<file path="src/logic/vps_pkg.sv">
// Notes on behaviour
// Master drives vertical blank high on inactive lines
// Slave samples vertical blank, high means inactive
// Master drives horizontal blank high when inactive
// Slave samples horizontal blank, high means blanking
// Horizontal blank polarity invertible both directions
// Master drives field pin high on field one
// Slave samples field pin, high means field one
// All three sync pins switch direction together
// Coding direction low decoding, high encoding
// Video bus input encoding, driven only decoding
// Interface mode selects sample assignment and format
// Colour difference samples signed or unsigned selectable
// Others may gate their drivers with coding direction
// Clock output is input clock or half
// Input pins keep output drivers disabled
`default_nettype none
package vps_pkg;
  localparam int VPS_DATA_W = 8;
  localparam int VPS_MODE_W = 2;
  localparam logic [VPS_DATA_W-1:0] VPS_SIGN_FLIP = 8'h80;
  localparam logic [VPS_DATA_W-1:0] VPS_DATA_RST = 8'h00;
  localparam logic [VPS_MODE_W-1:0] VPS_MODE_656 = 2'h0;
  localparam logic [VPS_MODE_W-1:0] VPS_MODE_MUX = 2'h1;
  localparam logic [1:0] VPS_PHASE_LAST = 2'h3;
  localparam logic [1:0] VPS_PHASE_FIRST = 2'h0;
  // Sample slot in the 4:2:2 sequence, Gray coded
  typedef enum logic [1:0] {
    VPS_SLOT_CB = 2'h0,
    VPS_SLOT_Y0 = 2'h1,
    VPS_SLOT_CR = 2'h3,
    VPS_SLOT_Y1 = 2'h2
  } vps_slot_t;
endpackage
`default_nettype wire

</file>
<file path="src/logic/vps_video_port.sv">
`default_nettype none
// Sync and direction control for the 8-bit 4:2:2 video port
module vps_video_port
  import vps_pkg::*;
(
  input wire logic sys_clk,
  input wire logic sys_rst,
  input wire logic master_mode,
  input wire logic encode_mode,
  input wire logic hblank_invert,
  input wire logic chroma_signed,
  input wire logic [VPS_MODE_W-1:0] interface_mode,
  input wire logic clock_half_rate,
  input wire logic int_vblank,
  input wire logic int_hblank,
  input wire logic int_field_one,
  input wire logic [VPS_DATA_W-1:0] out_sample,
  input wire logic out_sample_valid,
  input wire logic vblank_in,
  output logic vblank_out,
  output logic vblank_oe,
  input wire logic hblank_in,
  output logic hblank_out,
  output logic hblank_oe,
  input wire logic field_one_lines_in,
  output logic field_one_lines_out,
  output logic field_one_lines_oe,
  output logic coding_direction,
  input wire logic [VPS_DATA_W-1:0] video_bus_in,
  output logic [VPS_DATA_W-1:0] video_bus_out,
  output logic video_bus_oe,
  output logic pixel_clock_out,
  output logic sync_vblank,
  output logic sync_hblank,
  output logic sync_field_one,
  output logic [VPS_DATA_W-1:0] in_sample,
  output logic in_sample_valid,
  output logic in_sample_chroma,
  output logic sample_enable
);
  logic div_enable;
  logic vb_o_reg, vb_o_next, hb_o_reg, hb_o_next, fl_o_reg, fl_o_next;
  logic sync_oe_reg, sync_oe_next;
  logic dir_reg, dir_next, bus_oe_reg, bus_oe_next;
  logic vb_i_reg, vb_i_next, hb_i_reg, hb_i_next, fl_i_reg, fl_i_next;
  logic [VPS_DATA_W-1:0] dout_reg, dout_next, din_reg, din_next;
  logic din_v_reg, din_v_next, din_c_reg, din_c_next;
  vps_slot_t slot_reg, slot_next;

  // Flip the offset-binary midpoint for signed chroma
  function automatic logic [VPS_DATA_W-1:0] fmt_chroma(
    input logic [VPS_DATA_W-1:0] s, input logic is_c, input logic sgn);
    fmt_chroma = (is_c && sgn) ? (s ^ VPS_SIGN_FLIP) : s;
  endfunction

  // Chroma slots depend on the selected interface mode
  function automatic logic slot_is_chroma(input vps_slot_t s,
    input logic [VPS_MODE_W-1:0] m);
    case (m)
      VPS_MODE_MUX: slot_is_chroma = (s == VPS_SLOT_CB) || (s == VPS_SLOT_Y0);
      default: slot_is_chroma = (s == VPS_SLOT_CB) || (s == VPS_SLOT_CR);
    endcase
  endfunction

  vps_clk_div u_div (
    .sys_clk(sys_clk),
    .sys_rst(sys_rst),
    .half_rate(clock_half_rate),
    .div_enable(div_enable),
    .pixel_clock_out(pixel_clock_out)
  );

  // Sample rate follows the clock output choice
  assign sample_enable = clock_half_rate ? div_enable : 1'b1;

  // Sync pins: one shared enable so all three turn together
  always_comb begin
    sync_oe_next = master_mode;
    vb_o_next = int_vblank;
    hb_o_next = int_hblank ^ hblank_invert;
    fl_o_next = int_field_one;
    vb_i_next = master_mode ? int_vblank : vblank_in;
    hb_i_next = master_mode ? int_hblank : (hblank_in ^ hblank_invert);
    fl_i_next = master_mode ? int_field_one : field_one_lines_in;
  end

  always_ff @(posedge sys_clk or posedge sys_rst) begin
    if (sys_rst) begin
      sync_oe_reg <= 1'b0;
      vb_o_reg <= 1'b0;
      hb_o_reg <= 1'b0;
      fl_o_reg <= 1'b0;
      vb_i_reg <= 1'b0;
      hb_i_reg <= 1'b0;
      fl_i_reg <= 1'b0;
    end else begin
      sync_oe_reg <= sync_oe_next;
      vb_o_reg <= vb_o_next;
      hb_o_reg <= hb_o_next;
      fl_o_reg <= fl_o_next;
      vb_i_reg <= vb_i_next;
      hb_i_reg <= hb_i_next;
      fl_i_reg <= fl_i_next;
    end
  end

  // Enable only while both mode and enable agree, so a mode flip
  // never leaves a driver on against an external source
  assign vblank_oe = sync_oe_reg & master_mode;
  assign hblank_oe = sync_oe_reg & master_mode;
  assign field_one_lines_oe = sync_oe_reg & master_mode;
  assign vblank_out = vb_o_reg;
  assign hblank_out = hb_o_reg;
  assign field_one_lines_out = fl_o_reg;
  assign sync_vblank = vb_i_reg;
  assign sync_hblank = hb_i_reg;
  assign sync_field_one = fl_i_reg;

  // Direction and slot sequencing; slot restarts in horizontal blanking
  always_comb begin
    dir_next = encode_mode;
    bus_oe_next = ~encode_mode;
    slot_next = slot_reg;
    if (hb_i_reg) begin
      slot_next = VPS_SLOT_CB;
    end else if (sample_enable) begin
      case (slot_reg)
        VPS_SLOT_CB: slot_next = VPS_SLOT_Y0;
        VPS_SLOT_Y0: slot_next = VPS_SLOT_CR;
        VPS_SLOT_CR: slot_next = VPS_SLOT_Y1;
        VPS_SLOT_Y1: slot_next = VPS_SLOT_CB;
        default: slot_next = VPS_SLOT_CB;
      endcase
    end
  end

  // Data path both ways, formatted per mode and sign setting
  always_comb begin
    dout_next = dout_reg;
    din_next = din_reg;
    din_v_next = 1'b0;
    din_c_next = din_c_reg;
    if (!encode_mode && out_sample_valid && sample_enable) begin
      dout_next = fmt_chroma(out_sample, slot_is_chroma(slot_reg, interface_mode),
        chroma_signed);
    end
    if (encode_mode && sample_enable && !hb_i_reg && !vb_i_reg) begin
      din_c_next = slot_is_chroma(slot_reg, interface_mode);
      din_next = fmt_chroma(video_bus_in, din_c_next, chroma_signed);
      din_v_next = 1'b1;
    end
  end

  always_ff @(posedge sys_clk or posedge sys_rst) begin
    if (sys_rst) begin
      dir_reg <= 1'b1;
      bus_oe_reg <= 1'b0;
      slot_reg <= VPS_SLOT_CB;
      dout_reg <= VPS_DATA_RST;
      din_reg <= VPS_DATA_RST;
      din_v_reg <= 1'b0;
      din_c_reg <= 1'b0;
    end else begin
      dir_reg <= dir_next;
      bus_oe_reg <= bus_oe_next;
      slot_reg <= slot_next;
      dout_reg <= dout_next;
      din_reg <= din_next;
      din_v_reg <= din_v_next;
      din_c_reg <= din_c_next;
    end
  end

  assign coding_direction = dir_reg;
  assign video_bus_oe = bus_oe_reg & ~encode_mode;
  assign video_bus_out = dout_reg;
  assign in_sample = din_reg;
  assign in_sample_valid = din_v_reg;
  assign in_sample_chroma = din_c_reg;

  // Pin direction, sync values and sample format; drivers turn off in the same cycle, the rest one edge after the cause
  a_sync_master_drive: assert property (@(posedge sys_clk) disable iff (sys_rst)
    master_mode ##1 master_mode |-> vblank_oe && hblank_oe && field_one_lines_oe)
    else $error("sync pins not driven in master mode");
  a_sync_slave_off: assert property (@(posedge sys_clk) disable iff (sys_rst)
    !master_mode |-> !vblank_oe && !hblank_oe && !field_one_lines_oe)
    else $error("sync driver on in slave mode");
  a_vblank_out_val: assert property (@(posedge sys_clk) disable iff (sys_rst)
    master_mode |=> vblank_out == $past(int_vblank))
    else $error("vblank output mismatch");
  a_hblank_pol: assert property (@(posedge sys_clk) disable iff (sys_rst)
    1'b1 |=> hblank_out == ($past(int_hblank) ^ $past(hblank_invert)))
    else $error("hblank polarity wrong");
  a_slave_hblank_in: assert property (@(posedge sys_clk) disable iff (sys_rst)
    !master_mode |=> sync_hblank == ($past(hblank_in) ^ $past(hblank_invert)))
    else $error("hblank input misread");
  a_slave_vblank_in: assert property (@(posedge sys_clk) disable iff (sys_rst)
    !master_mode |=> sync_vblank == $past(vblank_in))
    else $error("vblank input misread");
  a_field_out_val: assert property (@(posedge sys_clk) disable iff (sys_rst)
    master_mode |=> field_one_lines_out == $past(int_field_one))
    else $error("field output mismatch");
  a_slave_field_in: assert property (@(posedge sys_clk) disable iff (sys_rst)
    !master_mode |=> sync_field_one == $past(field_one_lines_in))
    else $error("field input misread");
  a_dir_follows: assert property (@(posedge sys_clk) disable iff (sys_rst)
    $changed(encode_mode) |=> coding_direction == $past(encode_mode))
    else $error("coding direction late");
  a_bus_encode_off: assert property (@(posedge sys_clk) disable iff (sys_rst)
    encode_mode |-> !video_bus_oe) else $error("bus driven while encoding");
  a_bus_decode_on: assert property (@(posedge sys_clk) disable iff (sys_rst)
    !encode_mode ##1 !encode_mode |-> video_bus_oe)
    else $error("bus not driven while decoding");
  a_slot_restart: assert property (@(posedge sys_clk) disable iff (sys_rst)
    hb_i_reg |=> slot_reg == VPS_SLOT_CB)
    else $error("sample slot not restarted in blanking");
  a_in_valid_gate: assert property (@(posedge sys_clk) disable iff (sys_rst)
    (!encode_mode || hb_i_reg || vb_i_reg) |=> !in_sample_valid)
    else $error("input sample taken while refused");
  a_in_sign_fmt: assert property (@(posedge sys_clk) disable iff (sys_rst)
    in_sample_valid |-> in_sample == ($past(video_bus_in) ^
      ((in_sample_chroma && $past(chroma_signed)) ? VPS_SIGN_FLIP : VPS_DATA_RST)))
    else $error("input sample format wrong");
  a_out_plain_fmt: assert property (@(posedge sys_clk) disable iff (sys_rst)
    !encode_mode && out_sample_valid && sample_enable && !chroma_signed
    |=> video_bus_out == $past(out_sample))
    else $error("unsigned output sample altered");
endmodule
`default_nettype wire

</file>
<file path="src/logic/vps_clk_div.sv">
`default_nettype none
// Half-rate enable plus registered clock output select
module vps_clk_div
  import vps_pkg::*;
(
  input wire logic sys_clk,
  input wire logic sys_rst,
  input wire logic half_rate,
  output logic div_enable,
  output logic pixel_clock_out
);
  logic tog_reg;
  logic tog_next;
  logic out_reg;
  logic out_next;

  // Toggle gives one-cycle enable every other cycle
  always_comb begin
    tog_next = ~tog_reg;
    out_next = half_rate ? tog_reg : 1'b1;
  end

  always_ff @(posedge sys_clk or posedge sys_rst) begin
    if (sys_rst) begin
      tog_reg <= 1'b0;
      out_reg <= 1'b0;
    end else begin
      tog_reg <= tog_next;
      out_reg <= out_next;
    end
  end

  assign div_enable = tog_reg;
  // Full rate passes the input clock straight out; divided rate uses the registered toggle
  assign pixel_clock_out = half_rate ? out_reg : sys_clk;

  a_div_alternates: assert property (@(posedge sys_clk) disable iff (sys_rst)
    div_enable |=> !div_enable) else $error("divider enable not alternating");
endmodule
`default_nettype wire

</file>
<file path="config.mk">
export PLATFORM = sky130hd
export DESIGN_NAME = vps_video_port
export DESIGN_NICKNAME = d
export VERILOG_FILES = /design/src/logic/vps_pkg.sv /design/src/logic/vps_video_port.sv /design/src/logic/vps_clk_div.sv
export SDC_FILE = /design/constraint.sdc
export NUM_CORES = 1
export LEC_CHECK = 0
export BUFFER_PORTS_ARGS = -buffer_cell sky130_fd_sc_hd__buf_2
export CORE_UTILIZATION = 40
export CTS_CLUSTER_DIAMETER = 30
export DETAILED_ROUTE_END_ITERATION = 7
export PLACE_DENSITY_LB_ADDON = 0.2
export SYNTH_ARGS = -nofsm -noshare
export SYNTH_HDL_FRONTEND = slang
export SYNTH_SLANG_ARGS = --single-unit
</file>
<file path="constraint.sdc">
create_clock -name sys_clk -period 1.2 [get_ports sys_clk]
set_input_delay 0.18 -clock sys_clk [delete_from_list [all_inputs] [get_ports sys_clk]]
set_output_delay 0.18 -clock sys_clk [all_outputs]
set_load 0.1 [all_outputs]
</file>
==> out/qor.txt <==
Status -> finished, violations left
Failing checks -> design-rule violations, negative setup slack
FF-to-FF Start -> u_div.div_enable
DRC -> 4
Fillers -> 75
Met2 WL post-DR -> 2.78 mm
I/O pin total -> 63
Clock share of power -> 21.0%
RSZ-0062 raised after global routing -> yes
Seq/Total Area, Yosys -> 62.9%
WP data required -> 1.02 ns
Gr usage total -> 31.6%
Area leader, netlist -> dfrtp_1
Routed wire length -> 5.25 mm
Die area -> 0.00331 mm²
Min Hold Slack -> 0.0161 ns
Leak Pwr -> 0.00133 µW
DIE HEIGHT -> 57.6 µm
Max-cap violations -> 0
Via count -> 1,327
TritonRoute pass-1 iters -> 6
Area delta synth->final -> 116%
CP endpoint kind -> output pin
Yosys warning count -> 0
R2R Path End -> video_bus_out[3]
Max FO, Critical Path -> 2
Hold path depth -> 3
Critical Path Start -> u_div.div_enable
ANT nets after route -> 0
First-pass GRT wire length -> 7.18 mm
Non-Filler Instances -> 250
Logic pwr share -> 50.0%
Top_reg_cell synth -> dfrtp_1
Layout cells sized above 1 -> 58.4%
Switching part of the total power -> 46.5%
Detail Placement HPWL -> 2.39 mm
Avg WL per Cell -> 21.0 µm
WP depth -> 3
Layout net count -> 250
Worst-path clk slew -> 0.11 ns
Chip width -> 57.6 µm
WL met3 -> 439 µm
Post-Syn Nets -> 133
Power Internal -> 2590 µW
Reg2reg path depth -> 5
Post-synth top cells -> dfrtp_1 (30), nand2_1 (25), mux2_4 (7), inv_1 (4), nor2_1 (4)
Post-Route M1 WL -> 1.74 mm
CP max stage cell -> dfrtp_1
PortBufs -> 62
Final GP Congestion -> 0.721
# setup viols final -> 48
Via density -> 5.31
PwrDens -> 1810 mW/mm²
Worst Hold End -> video_bus_out[7]
Synth top area cells -> dfrtp_1 (61%), mux2_4 (8.5%), nand2_1 (7.6%)
Worst setup margin -> -0.246 ns
Post-synth EDFFs -> 0
Sw Pwr -> 2250 µW
Drt first-iter violations -> 89
Peak VDD IR -> 1.38 mV
CP Launch Type -> register
Yosys cell types -> 25
Slew headroom -> 82.5%
Syn_area_per_cell -> 12.2 µm²
Top cell type's share of synthesized area -> 60.8%
Cell area after synthesis -> 0.00123 mm²
Min cycle time layout -> 1.45 ns
Peak Freq -> 0.692 GHz
#FFs+latches synth -> 31
Final Max Tran Viols -> 0
Crit path buf inv count -> 2
Arrival time at the worst endpoint -> 1.27 ns
Slew @ Worst Pin -> 0.261 ns
Crit path cell chain -> nand2b_4 > buf_6 > buf_12
Delay-heaviest family, CP -> flip-flops
Dpl cells -> 198
Initial core utilization -> 43.7%
WS Path Type -> reg -> out
Worst-Skew Late Latency -> 0.45 ns
Vias in the first global route -> 1,459
Share of power burned in registers -> 29.1%
Core box area -> 0.00283 mm²
R2R Setup Slk -> -0.18 ns
Hold Path Origin -> out_sample[7]
Highest routed layer -> met4
Initial antenna violation count -> 0
Mapped Cells -> 101
Skew final -> 0.0180 ns
Largest net degree at the start of global routing -> 27
Worst min path class -> in -> reg
Post-synth ARST share -> 100%
Num rows -> 19
Total grt overflow -> 0
Final worst-path cycle share -> 120%
Final Hold Viols -> 0
CTS tree -> done
Ant. Diodes -> 0
Slowest stage delay, CP -> 0.39 ns
Top-count cell post-synth -> dfrtp_1
==> worst min-delay path, cell delays in order <==
cell and delay [ns]:
buf_2 0.09, a21o_1 0.08, a31oi_1 0.09
==> worst max path at each step <==
stage / to / slack [ns]
6_report: sample_enable / -0.25
5_1_grt: sample_enable / -0.30
4_1_cts: pixel_clock_out / -0.26
3_5_place_dp: pixel_clock_out / -0.11
3_3_place_gp: pixel_clock_out / -0.11
2_1_floorplan: video_bus_out[0] / -0.18
==> cell usage in the layout (no fill, tap or decap), types with 4 or more instances in the layout <==
cell and n:
nand2_2 5, inv_1 4, mux2_4 8, buf_6 12, dfrtp_1 27, dlygate4sd3_1 23, buf_2 31, clkbuf_4 7
buf_4 14, nand2_1 20, buf_12 32
==> cells by family (layout without fill, tap and decap cells) <==
logic type,Yosys count,after routing,share of synthesized area [%]
simple gates,39,40,14.0
flops,31,31,62.9
mux,11,11,12.1
buf+inv,10,127,4.96
compound gates,7,7,3.95
xor+xnor,3,3,2.13
==> area by class of cell <==
class / count / area [µm²] / share of cell area, %
well taps: 31 / 38.8 / 1.46
flip-flops and latches: 31 / 786 / 29.5
repair buffers: 111 / 1250 / 46.8
multi-input cells: 61 / 478 / 17.9
inverters: 5 / 21.3 / 0.798
clock inverters: 1 / 5.00 / 0.188
clock buffers: 10 / 90.1 / 3.38
==> routing by layer <==
metal  GRT usage, %  vias up
met2           54.3       98
met1           31.9      638
met5              0        -
met3           9.52       27
met4           24.0        0
li1               -      564
==> per-stage QoR <==
step / TNS (ns) / instance area [µm²] / utilization [%] / worst slack, ns / power, µW
2_1_floorplan: -1.96 / 1280 / - / -0.181 / 2820
3_3_place_gp: -0.444 / 2100 / 74.1 / -0.111 / 3670
3_5_place_dp: -0.769 / 2100 / 74.1 / -0.111 / 3720
4_1_cts: -3.15 / 2570 / 90.8 / -0.260 / 4670
5_1_grt: -6.82 / 2670 / 94.2 / -0.300 / 4980
6_report: -4.81 / 2670 / 94.2 / -0.246 / 4830
==> power by group through the flow <==
stage                     logic (µW)  clock network [µW]  registers [µW]
final                           2420                1010            1410
after global routing            2470                1090            1420
after CTS                       2280                1010            1380
after detailed placement        2130                 189            1400
after global placement          2090                 189            1390
after floorplan                  278                 177            2370
==> repair_timing <==
action / 4_1_cts / 5_1_grt
resized for setup: 19 / 14
pin swaps: 7 / 2
buffers inserted: 12 / 6
gates cloned: 1 / 0
setup endpoints to repair: 38 / 50
endpoints found under the hold margin: 53 / 1
hold buffers: 23 / 1
Note: power is estimated with default switching activity, not from simulation.
